**src/sos_pkg.sv**
```systemverilog
// Contract
// - Three output pairs, defaults run, zero-speed, freq-agree.
// - Code 0: on when run or voltage.
// - Code 37: on only while frequency output.
// - Code 1: on below zero-speed level.
// - Code 6: on after fault-free startup.
// - Code 7: on during DC bus undervoltage.
// - Code 8: on while output stage blocked.
// - Code 9: on when panel gives reference.
// - Code A: on when panel gives run.
// - Code E: any fault except two board faults.
// - Code 10: on during minor fault.
// - Code 11: on while fault reset asserted.
// - Code 1A: on for reverse run command.
// - Code 1B: off while external block asserted.
// - Code 1C: on while motor two selected.
// - Code 1D: on while motor regenerates.
// - Code 38: on while drive enabled.
// - Analog item select, defaults items 2, 3.
// - Linear scale: bias at zero, gain at full.
// - Analog value clamped to maximum level.
// - Level 1 bipolar, level 2 4-20 mA.
package sos_pkg;

  // Output pair function codes.
  localparam logic [7:0] SOS_FN_DURING_RUN   = 8'h00;
  localparam logic [7:0] SOS_FN_ZERO_SPEED   = 8'h01;
  localparam logic [7:0] SOS_FN_FREQ_AGREE   = 8'h02;
  localparam logic [7:0] SOS_FN_READY        = 8'h06;
  localparam logic [7:0] SOS_FN_UNDERVOLT    = 8'h07;
  localparam logic [7:0] SOS_FN_BLOCKED      = 8'h08;
  localparam logic [7:0] SOS_FN_REF_PANEL    = 8'h09;
  localparam logic [7:0] SOS_FN_RUN_PANEL    = 8'h0A;
  localparam logic [7:0] SOS_FN_FAULT        = 8'h0E;
  localparam logic [7:0] SOS_FN_MINOR_FAULT  = 8'h10;
  localparam logic [7:0] SOS_FN_FAULT_RESET  = 8'h11;
  localparam logic [7:0] SOS_FN_REVERSE      = 8'h1A;
  localparam logic [7:0] SOS_FN_EXT_BLOCK    = 8'h1B;
  localparam logic [7:0] SOS_FN_MOTOR2       = 8'h1C;
  localparam logic [7:0] SOS_FN_REGEN        = 8'h1D;
  localparam logic [7:0] SOS_FN_DURING_RUN2  = 8'h37;
  localparam logic [7:0] SOS_FN_ENABLED      = 8'h38;

  // Factory defaults of the three pair selections.
  localparam logic [7:0] SOS_PAIR1_SEL_RST   = 8'h00;
  localparam logic [7:0] SOS_PAIR2_SEL_RST   = 8'h01;
  localparam logic [7:0] SOS_PAIR3_SEL_RST   = 8'h02;

  // Control-board fault codes that the fault output ignores; values are arbitrary.
  localparam logic [7:0] SOS_CTRL_BOARD_FAULT_A = 8'h80;
  localparam logic [7:0] SOS_CTRL_BOARD_FAULT_B = 8'h81;

  // Monitor item bus shape.
  localparam int         SOS_ITEM_W          = 16;
  localparam int         SOS_ITEM_COUNT      = 16;
  localparam int         SOS_SCALE_SHIFT     = 12;

  // Analog full scale: 4096 counts stand for 100 % and for 10 V or 20 mA.
  localparam logic signed [15:0] SOS_FULL_SCALE  = 16'sh1000;
  localparam logic signed [15:0] SOS_NEG_FULL    = -16'sh1000;
  localparam logic signed [15:0] SOS_CURRENT_4MA = 16'sh0333;
  localparam logic signed [15:0] SOS_CURRENT_SPAN = 16'sh0CCD;

  // Analog channel defaults: items, gain 100 % and 50 %, bias 0 %, level 0.
  localparam logic [7:0]         SOS_CH1_ITEM_RST = 8'h02;
  localparam logic [7:0]         SOS_CH2_ITEM_RST = 8'h03;
  localparam logic signed [15:0] SOS_CH1_GAIN_RST = 16'sh1000;
  localparam logic signed [15:0] SOS_CH2_GAIN_RST = 16'sh0800;
  localparam logic signed [15:0] SOS_BIAS_RST     = 16'sh0000;

  // Signal level selections.
  typedef enum logic [1:0] {
    SOS_LEVEL_UNIPOLAR = 2'b00,
    SOS_LEVEL_BIPOLAR  = 2'b01,
    SOS_LEVEL_CURRENT  = 2'b10
  } sos_level_t;
  localparam logic [1:0] SOS_LEVEL_RST = 2'b00;

endpackage : sos_pkg

```
**src/sos_status_output_selector.sv**
```systemverilog
`timescale 1ns/10ps
`default_nettype none
module sos_status_output_selector
  import sos_pkg::*;
(
  input  wire logic                                   clk,
  input  wire logic                                   rst_b,
  input  wire logic                                   cfg_load,
  input  wire logic [7:0]                             out_pair1_function_sel,
  input  wire logic [7:0]                             out_pair2_function_sel,
  input  wire logic [7:0]                             out_pair3_function_sel,
  input  wire logic [7:0]                             analog_ch1_item_sel,
  input  wire logic signed [15:0]                     analog_ch1_gain,
  input  wire logic signed [15:0]                     analog_ch1_bias,
  input  wire logic [1:0]                             analog_ch1_level_sel,
  input  wire logic [7:0]                             analog_ch2_item_sel,
  input  wire logic signed [15:0]                     analog_ch2_gain,
  input  wire logic signed [15:0]                     analog_ch2_bias,
  input  wire logic [1:0]                             analog_ch2_level_sel,
  input  wire logic                                   run_cmd,
  input  wire logic                                   voltage_out,
  input  wire logic                                   freq_output_active,
  input  wire logic                                   dc_injection,
  input  wire logic [15:0]                            out_freq,
  input  wire logic [15:0]                            zero_speed_level,
  input  wire logic                                   freq_agree,
  input  wire logic                                   init_done,
  input  wire logic                                   dc_undervolt,
  input  wire logic                                   output_blocked,
  input  wire logic                                   ref_src_panel,
  input  wire logic                                   run_src_panel,
  input  wire logic                                   fault_active,
  input  wire logic [7:0]                             fault_code,
  input  wire logic                                   minor_fault,
  input  wire logic                                   fault_reset_cmd,
  input  wire logic                                   reverse_run_cmd,
  input  wire logic                                   ext_block_cmd,
  input  wire logic                                   motor2_sel,
  input  wire logic                                   regenerating,
  input  wire logic                                   drive_enable_in,
  input  wire logic [SOS_ITEM_COUNT*SOS_ITEM_W-1:0]   status_monitor_items,
  output logic                                        output_pair_one,
  output logic                                        output_pair_two,
  output logic                                        output_pair_three,
  output logic signed [15:0]                          analog_out_one,
  output logic signed [15:0]                          analog_out_two
);

  // Latched configuration, loaded on cfg_load and reset to factory values.
  logic [7:0]         pair1_sel_reg;
  logic [7:0]         pair2_sel_reg;
  logic [7:0]         pair3_sel_reg;
  logic [7:0]         ch1_item_reg;
  logic signed [15:0] ch1_gain_reg;
  logic signed [15:0] ch1_bias_reg;
  logic [1:0]         ch1_level_reg;
  logic [7:0]         ch2_item_reg;
  logic signed [15:0] ch2_gain_reg;
  logic signed [15:0] ch2_bias_reg;
  logic [1:0]         ch2_level_reg;

  // Registered contact states.
  logic               pair1_reg;
  logic               pair2_reg;
  logic               pair3_reg;

  // Decoded status conditions shared by all three pairs.
  logic               st_during_run;
  logic               st_during_run2;
  logic               st_zero_speed;
  logic               st_ready;
  logic               st_fault;
  logic               pair1_next;
  logic               pair2_next;
  logic               pair3_next;
  logic [16:0]        cond_vec;
  logic signed [15:0] ch1_item_val;
  logic signed [15:0] ch2_item_val;

  // Maps one function code to its status condition; unknown codes give off.
  // Every condition comes in through the argument, so a continuous assignment re-evaluates on each change.
  function automatic logic sos_route(input logic [7:0]  sel,
                                     input logic [16:0] c);
    logic r;
    r = 1'b0;
    case (sel)
      SOS_FN_DURING_RUN:  r = c[0];
      SOS_FN_ZERO_SPEED:  r = c[1];
      SOS_FN_FREQ_AGREE:  r = c[2];
      SOS_FN_READY:       r = c[3];
      SOS_FN_UNDERVOLT:   r = c[4];
      SOS_FN_BLOCKED:     r = c[5];
      SOS_FN_REF_PANEL:   r = c[6];
      SOS_FN_RUN_PANEL:   r = c[7];
      SOS_FN_FAULT:       r = c[8];
      SOS_FN_MINOR_FAULT: r = c[9];
      SOS_FN_FAULT_RESET: r = c[10];
      SOS_FN_REVERSE:     r = c[11];
      SOS_FN_EXT_BLOCK:   r = c[12];
      SOS_FN_MOTOR2:      r = c[13];
      SOS_FN_REGEN:       r = c[14];
      SOS_FN_DURING_RUN2: r = c[15];
      SOS_FN_ENABLED:     r = c[16];
      default:            r = 1'b0;
    endcase
    return r;
  endfunction : sos_route

  // Picks one monitor item by number; numbers beyond the bus read as zero.
  function automatic logic signed [15:0] sos_item(input logic [7:0] sel,
                                                 input logic [SOS_ITEM_COUNT*SOS_ITEM_W-1:0] items);
    logic signed [15:0] v;
    v = 16'sh0000;
    if (sel < 8'(SOS_ITEM_COUNT)) begin
      v = items[sel*SOS_ITEM_W +: SOS_ITEM_W];
    end
    return v;
  endfunction : sos_item

  // Status conditions built from the raw drive signals.
  assign st_during_run  = run_cmd || voltage_out;
  assign st_during_run2 = freq_output_active && !output_blocked && !dc_injection;
  assign st_zero_speed  = out_freq < zero_speed_level;
  assign st_ready       = init_done && !fault_active;
  assign st_fault       = fault_active && (fault_code != SOS_CTRL_BOARD_FAULT_A)
                          && (fault_code != SOS_CTRL_BOARD_FAULT_B);

  // All selectable conditions gathered in one vector, bit order as the route function expects.
  assign cond_vec = {drive_enable_in, st_during_run2, regenerating, motor2_sel, !ext_block_cmd,
                     reverse_run_cmd, fault_reset_cmd, minor_fault, st_fault, run_src_panel,
                     ref_src_panel, output_blocked, dc_undervolt, st_ready, freq_agree,
                     st_zero_speed, st_during_run};

  // Each pair routes the condition its own code names.
  assign pair1_next = sos_route(pair1_sel_reg, cond_vec);
  assign pair2_next = sos_route(pair2_sel_reg, cond_vec);
  assign pair3_next = sos_route(pair3_sel_reg, cond_vec);

  // Item selection for the two analog channels.
  assign ch1_item_val = sos_item(ch1_item_reg, status_monitor_items);
  assign ch2_item_val = sos_item(ch2_item_reg, status_monitor_items);

  // Output pair selections take their factory codes at reset.
  always_ff @(posedge clk) begin
    if (!rst_b) begin
      pair1_sel_reg <= SOS_PAIR1_SEL_RST;
      pair2_sel_reg <= SOS_PAIR2_SEL_RST;
      pair3_sel_reg <= SOS_PAIR3_SEL_RST;
    end else if (cfg_load) begin
      pair1_sel_reg <= out_pair1_function_sel;
      pair2_sel_reg <= out_pair2_function_sel;
      pair3_sel_reg <= out_pair3_function_sel;
    end
  end

  // Analog channel settings take their factory values at reset.
  always_ff @(posedge clk) begin
    if (!rst_b) begin
      ch1_item_reg  <= SOS_CH1_ITEM_RST;
      ch1_gain_reg  <= SOS_CH1_GAIN_RST;
      ch1_bias_reg  <= SOS_BIAS_RST;
      ch1_level_reg <= SOS_LEVEL_RST;
      ch2_item_reg  <= SOS_CH2_ITEM_RST;
      ch2_gain_reg  <= SOS_CH2_GAIN_RST;
      ch2_bias_reg  <= SOS_BIAS_RST;
      ch2_level_reg <= SOS_LEVEL_RST;
    end else if (cfg_load) begin
      ch1_item_reg  <= analog_ch1_item_sel;
      ch1_gain_reg  <= analog_ch1_gain;
      ch1_bias_reg  <= analog_ch1_bias;
      ch1_level_reg <= analog_ch1_level_sel;
      ch2_item_reg  <= analog_ch2_item_sel;
      ch2_gain_reg  <= analog_ch2_gain;
      ch2_bias_reg  <= analog_ch2_bias;
      ch2_level_reg <= analog_ch2_level_sel;
    end
  end

  // Contacts are registered so that they never glitch on decode changes.
  always_ff @(posedge clk) begin
    if (!rst_b) begin
      pair1_reg <= 1'b0;
      pair2_reg <= 1'b0;
      pair3_reg <= 1'b0;
    end else begin
      pair1_reg <= pair1_next;
      pair2_reg <= pair2_next;
      pair3_reg <= pair3_next;
    end
  end

  assign output_pair_one   = pair1_reg;
  assign output_pair_two   = pair2_reg;
  assign output_pair_three = pair3_reg;

  // First analog monitor channel.
  sos_analog_channel u_ch1 (
    .clk         (clk),
    .rst_b       (rst_b),
    .item_value  (ch1_item_val),
    .gain        (ch1_gain_reg),
    .bias        (ch1_bias_reg),
    .level_sel   (ch1_level_reg),
    .analog_code (analog_out_one)
  );

  // Second analog monitor channel.
  sos_analog_channel u_ch2 (
    .clk         (clk),
    .rst_b       (rst_b),
    .item_value  (ch2_item_val),
    .gain        (ch2_gain_reg),
    .bias        (ch2_bias_reg),
    .level_sel   (ch2_level_reg),
    .analog_code (analog_out_two)
  );

endmodule : sos_status_output_selector
`default_nettype wire

```
**src/sos_analog_channel.sv**
```systemverilog
`timescale 1ns/10ps
`default_nettype none
module sos_analog_channel
  import sos_pkg::*;
(
  input  wire logic               clk,
  input  wire logic               rst_b,
  input  wire logic signed [15:0] item_value,
  input  wire logic signed [15:0] gain,
  input  wire logic signed [15:0] bias,
  input  wire logic [1:0]         level_sel,
  output logic signed [15:0]      analog_code
);

  logic signed [17:0] span;
  logic signed [35:0] product;
  logic signed [35:0] scaled;
  logic signed [35:0] lin;
  logic signed [15:0] lo_lim;
  logic signed [15:0] clamped;
  logic signed [35:0] cur_prod;
  logic signed [15:0] level_code;
  logic signed [15:0] analog_code_reg;

  // Straight line through bias at zero and gain at full scale.
  assign span    = 18'(gain) - 18'(bias);
  assign product = 36'(item_value) * 36'(span);
  assign scaled  = product >>> SOS_SCALE_SHIFT;
  assign lin     = scaled + 36'(bias);

  // Bipolar range allows negative levels; the other two stop at zero.
  assign lo_lim  = (level_sel == SOS_LEVEL_BIPOLAR) ? SOS_NEG_FULL : 16'sh0000;
  assign clamped = (lin > 36'(SOS_FULL_SCALE)) ? SOS_FULL_SCALE :
                   (lin < 36'(lo_lim))         ? lo_lim : lin[15:0];

  // Current mode squeezes the unipolar span into 4 mA to 20 mA.
  assign cur_prod   = (36'(clamped) * 36'(SOS_CURRENT_SPAN)) >>> SOS_SCALE_SHIFT;
  assign level_code = (level_sel == SOS_LEVEL_CURRENT) ?
                      16'(cur_prod[15:0] + SOS_CURRENT_4MA) : clamped;

  // The output code comes from a flip-flop.
  always_ff @(posedge clk) begin
    if (!rst_b) begin
      analog_code_reg <= 16'sh0000;
    end else begin
      analog_code_reg <= level_code;
    end
  end

  assign analog_code = analog_code_reg;

endmodule : sos_analog_channel
`default_nettype wire

```
**config.mk**
```make
export PLATFORM = sky130hd
export DESIGN_NAME = sos_status_output_selector
export DESIGN_NICKNAME = d
export VERILOG_FILES = /design/src/sos_pkg.sv /design/src/sos_status_output_selector.sv /design/src/sos_analog_channel.sv
export SDC_FILE = /design/constraint.sdc
export NUM_CORES = 2
export LEC_CHECK = 0
export ABC_AREA = 1
export BUFFER_PORTS_ARGS = -buffer_cell sky130_fd_sc_hd__buf_2
export CAP_MARGIN = 20
export CORE_ASPECT_RATIO = 0.8
export CORE_MARGIN = 2
export CORE_UTILIZATION = 45
export CTS_BUF_LIST = sky130_fd_sc_hd__clkbuf_4
export CTS_CLUSTER_DIAMETER = 30
export DETAILED_ROUTE_END_ITERATION = 6
export GPL_TIMING_DRIVEN = 0
export HOLD_SLACK_MARGIN = 0.03
export PLACE_DENSITY = 0.6
export RECOVER_POWER = 50
export SLEW_MARGIN = 20
export SYNTH_ARGS = -nofsm -noshare
export SYNTH_HDL_FRONTEND = slang
export SYNTH_SLANG_ARGS = --single-unit
```
**constraint.sdc**
```tcl
create_clock -name clk -period 17.7 [get_ports clk]
set_input_delay 2.655 -clock clk [delete_from_list [all_inputs] [get_ports clk]]
set_output_delay 2.655 -clock clk [all_outputs]
set_load 0.02 [all_outputs]
```
==> results.json <==
{
  "ant_nets": 0,
  "avgViaCountPerCell": 5.37,
  "wire_length_of_the_first_global_routing_pass_mm": 260,
  "postSynth.asyncResetShare_pct": 0,
  "post-dp-hpwl_mm": 145,
  "floorplan.initialDensity_pct": 45.4,
  "rows": 102,
  "placement.setup.worst_slack_ns": -1.41,
  "dr.pass1.iters": 7,
  "clock_sinks": 143,
  "worst_slew_pin_slew_ns": 1.11,
  "hold_path_class": "reg2reg",
  "timing.fmax_mhz": 59.5,
  "ioPinCount": 460,
  "syn_area_per_cell_sq_um": 7.05,
  "synth-warning-count": 0,
  "track_usage_pct": 34.0,
  "place.gp.congestion": 1.04,
  "die_extent_in_y_um": 283,
  "slew_viol_final": 0,
  "timing.critical_path.slowest_cell_delay_ns": 0.59,
  "die_w_um": 353,
  "path_clk_slew_ns": 0.15,
  "syn_to_final_growth_pct": 12.1,
  "wirelength_mm": 170,
  "finalWorstPathRequiredPeriod_ns": 16.81,
  "met3_wirelength_mm": 17.2,
  "detailedRoute.firstIterationViolations": 3896,
  "outcome": "finished clean",
  "floorplan.core_area_sq_um": 96600,
  "clockBufferDepth": 2,
  "synth.lib_cells_used.distinct": 60,
  "worst-endpoint-required_ns": 18.44,
  "htree_levels": 4,
  "critical_path.endpoint_type": "flip-flop",
  "post_synthesis_cell_count": 6214,
  "critPathMaxFanout": 10,
  "crit_path_frequent_cell": "sky130_fd_sc_hd__inv_1",
  "synth-seq-cells": 143,
  "drv_cap": 0,
  "detailroute.via_count": 43225,
  "finalSetupViolCount": 0,
  "post_route_cells_drive_above_1_share_pct": 11.4,
  "worstSetupPathType": "in2reg",
  "global_route.overflow_total": 0,
  "arrival_ns": 17.56,
  "clock_root_buffer": "sky130_fd_sc_hd__clkbuf_4",
  "worst_skew_late_latency_ns": 0.86,
  "drc": 0,
  "cts_inserted_buffers": 17,
  "yosysSeqAreaShare_pct": 6.53,
  "top_routing_layer_used": "met5",
  "nNetsFinal": 8244,
  "critical-path-slowest-cell": "sky130_fd_sc_hd__fa_1",
  "routed-wl-met2_mm": 70.3,
  "grt_max_degree": 17,
  "port-buffer-count": 457,
  "tritoncts": "built",
  "first_global_vias": 42771,
  "mappedNetlistArea_sq_um": 43800,
  "postSynth.topFlopCell": "sky130_fd_sc_hd__dfxtp_1",
  "finalClockSkew_ns": 0.0469,
  "timing_hold_violations_final": 0,
  "start_kind": "input port",
  "syn_nets": 7732,
  "number_of_enable_flip_flop_cells_after_synthesis": 0,
  "slew-limit-headroom_pct": 25.7,
  "avgRoutedWirePerCell_um": 21.1,
  "m1WireLength_mm": 74.2,
  "share_of_the_cycle_needed_by_the_critical_path_after_routing_pct": 95.0,
  "antenna_found_initial": 9,
  "dieArea_sq_um": 99900,
  "timing.final.ws_setup_ns": 0.885,
  "timing.hold.ws_ns": 0.475
}
[cells by family (layout without fill, tap and decap cells)]
kind of cell             after synthesis  after routing  share of synthesized area [%]
AO/OA/AOI/OAI                        992            992                           12.6
XOR/XNOR                             151            151                           3.15
adder cells (fa/ha/maj)             1093           1093                           42.7
buffers and inverters               1652           2177                           14.2
flip-flops                           143            143                           6.53
multiplexers                           6              6                          0.137
other                                  0             12                              0
AND/OR/NAND/NOR                     2177           2177                           20.6
[critical path, delay by kind of cell]
kind / cells / cell delay, ns
adder cells (fa/ha/maj): 15 / 6.75
AND/OR/NAND/NOR: 24 / 2.80
AO/OA/AOI/OAI: 15 / 2.76
buffers and inverters: 18 / 1.94
XOR/XNOR: 3 / 0.61
[final timing paths]
check | startpoint | end | slack, ns | cells past startpoint
worst min register to register | ch1_gain_reg[0] | ch1_gain_reg[0] | 0.48 | 2
worst max register to register | ch2_bias_reg[0] | u_ch2.analog_code[14] | 0.99 | 80
worst max-delay path | status_monitor_items[235] | u_ch2.analog_code[14] | 0.89 | 75
worst min-delay path | ch1_gain_reg[0] | ch1_gain_reg[0] | 0.48 | 2
[cell usage after synthesis (7+ instances only)]
cell type,count,share of area (%)
sky130_fd_sc_hd__o31ai_1,8,0.14
sky130_fd_sc_hd__o21ai_1,12,0.14
sky130_fd_sc_hd__nor2_1,637,5.5
sky130_fd_sc_hd__a21o_1,10,0.17
sky130_fd_sc_hd__buf_1,21,0.18
sky130_fd_sc_hd__fa_1,672,31
sky130_fd_sc_hd__clkbuf_1,154,1.3
sky130_fd_sc_hd__inv_1,1444,12
sky130_fd_sc_hd__nand2_2,19,0.27
sky130_fd_sc_hd__nor4_1,21,0.30
sky130_fd_sc_hd__clkinv_1,18,0.15
sky130_fd_sc_hd__o211ai_1,95,1.6
sky130_fd_sc_hd__o21ai_0,348,4.0
sky130_fd_sc_hd__xnor2_1,42,0.84
sky130_fd_sc_hd__nand3_1,357,4.1
sky130_fd_sc_hd__nand4_1,42,0.60
sky130_fd_sc_hd__a31oi_1,18,0.26
sky130_fd_sc_hd__a21oi_1,428,4.9
sky130_fd_sc_hd__xor2_1,103,2.1
sky130_fd_sc_hd__nor2_2,8,0.11
sky130_fd_sc_hd__dfxtp_1,143,6.5
sky130_fd_sc_hd__nand2_1,1019,8.7
sky130_fd_sc_hd__buf_2,10,0.11
sky130_fd_sc_hd__nand3b_1,10,0.17
sky130_fd_sc_hd__a211oi_1,7,0.12
sky130_fd_sc_hd__ha_1,421,12
sky130_fd_sc_hd__o21bai_1,17,0.29
sky130_fd_sc_hd__nor3_1,41,0.47
[through the flow]
step	util (%)	cells	cell area (sq um)	setup TNS, ns
2_1_floorplan	-	6214	43800	0
3_3_place_gp	49.4	7971	47700	-23.18
3_5_place_dp	49.5	7971	47800	-22.86
4_1_cts	49.9	8002	48200	0
5_1_grt	50.8	8048	49100	-0.118
6_report	50.9	8051	49100	0
[routing by layer]
layer  global-route usage, %  up-vias
met3                    8.41      339
met2                    49.7     2001
met4                    13.7        2
met5                       0        -
li1                        -    20277
met1                    47.8    20606
[cell usage in the layout, fill, tap and decap left out, types with 42 or more instances in the layout]
cell type / synthesis / routed
sky130_fd_sc_hd__o211ai_1: 95 / 95
sky130_fd_sc_hd__o21ai_0: 348 / 346
sky130_fd_sc_hd__ha_1: 421 / 419
sky130_fd_sc_hd__a21oi_1: 428 / 418
sky130_fd_sc_hd__clkbuf_1: 154 / 112
sky130_fd_sc_hd__inv_1: 1444 / 1435
sky130_fd_sc_hd__fa_1: 672 / 671
sky130_fd_sc_hd__buf_4: 0 / 42
sky130_fd_sc_hd__xor2_1: 103 / 83
sky130_fd_sc_hd__dfxtp_1: 143 / 143
sky130_fd_sc_hd__nand4_1: 42 / 42
sky130_fd_sc_hd__buf_2: 10 / 469
sky130_fd_sc_hd__nand3_1: 357 / 355
sky130_fd_sc_hd__nor2_1: 637 / 610
sky130_fd_sc_hd__nand2_1: 1019 / 1001
[repair_timing]
item / CTS / global route
setup buffers: 2 / 37
endpoints found under the setup margin: 28 / 31
pin swaps: 2 / 12
hold buffers: 0 / 0
gates resized for setup: 35 / 206
[area by class of cell]
type	count	area (sq um)
buffer	184	796
clock buffer	17	128
clock inverter	15	156
inverter	1465	5550
fill	9902	47500
antenna	12	30.0
multi-input combinational	4419	35400
tap	1300	1630
timing repair buffer	496	2590
sequential	143	2860
Power is not shown: default switching activity piles up to over one toggle a cycle in this logic, so the estimate is an artifact.
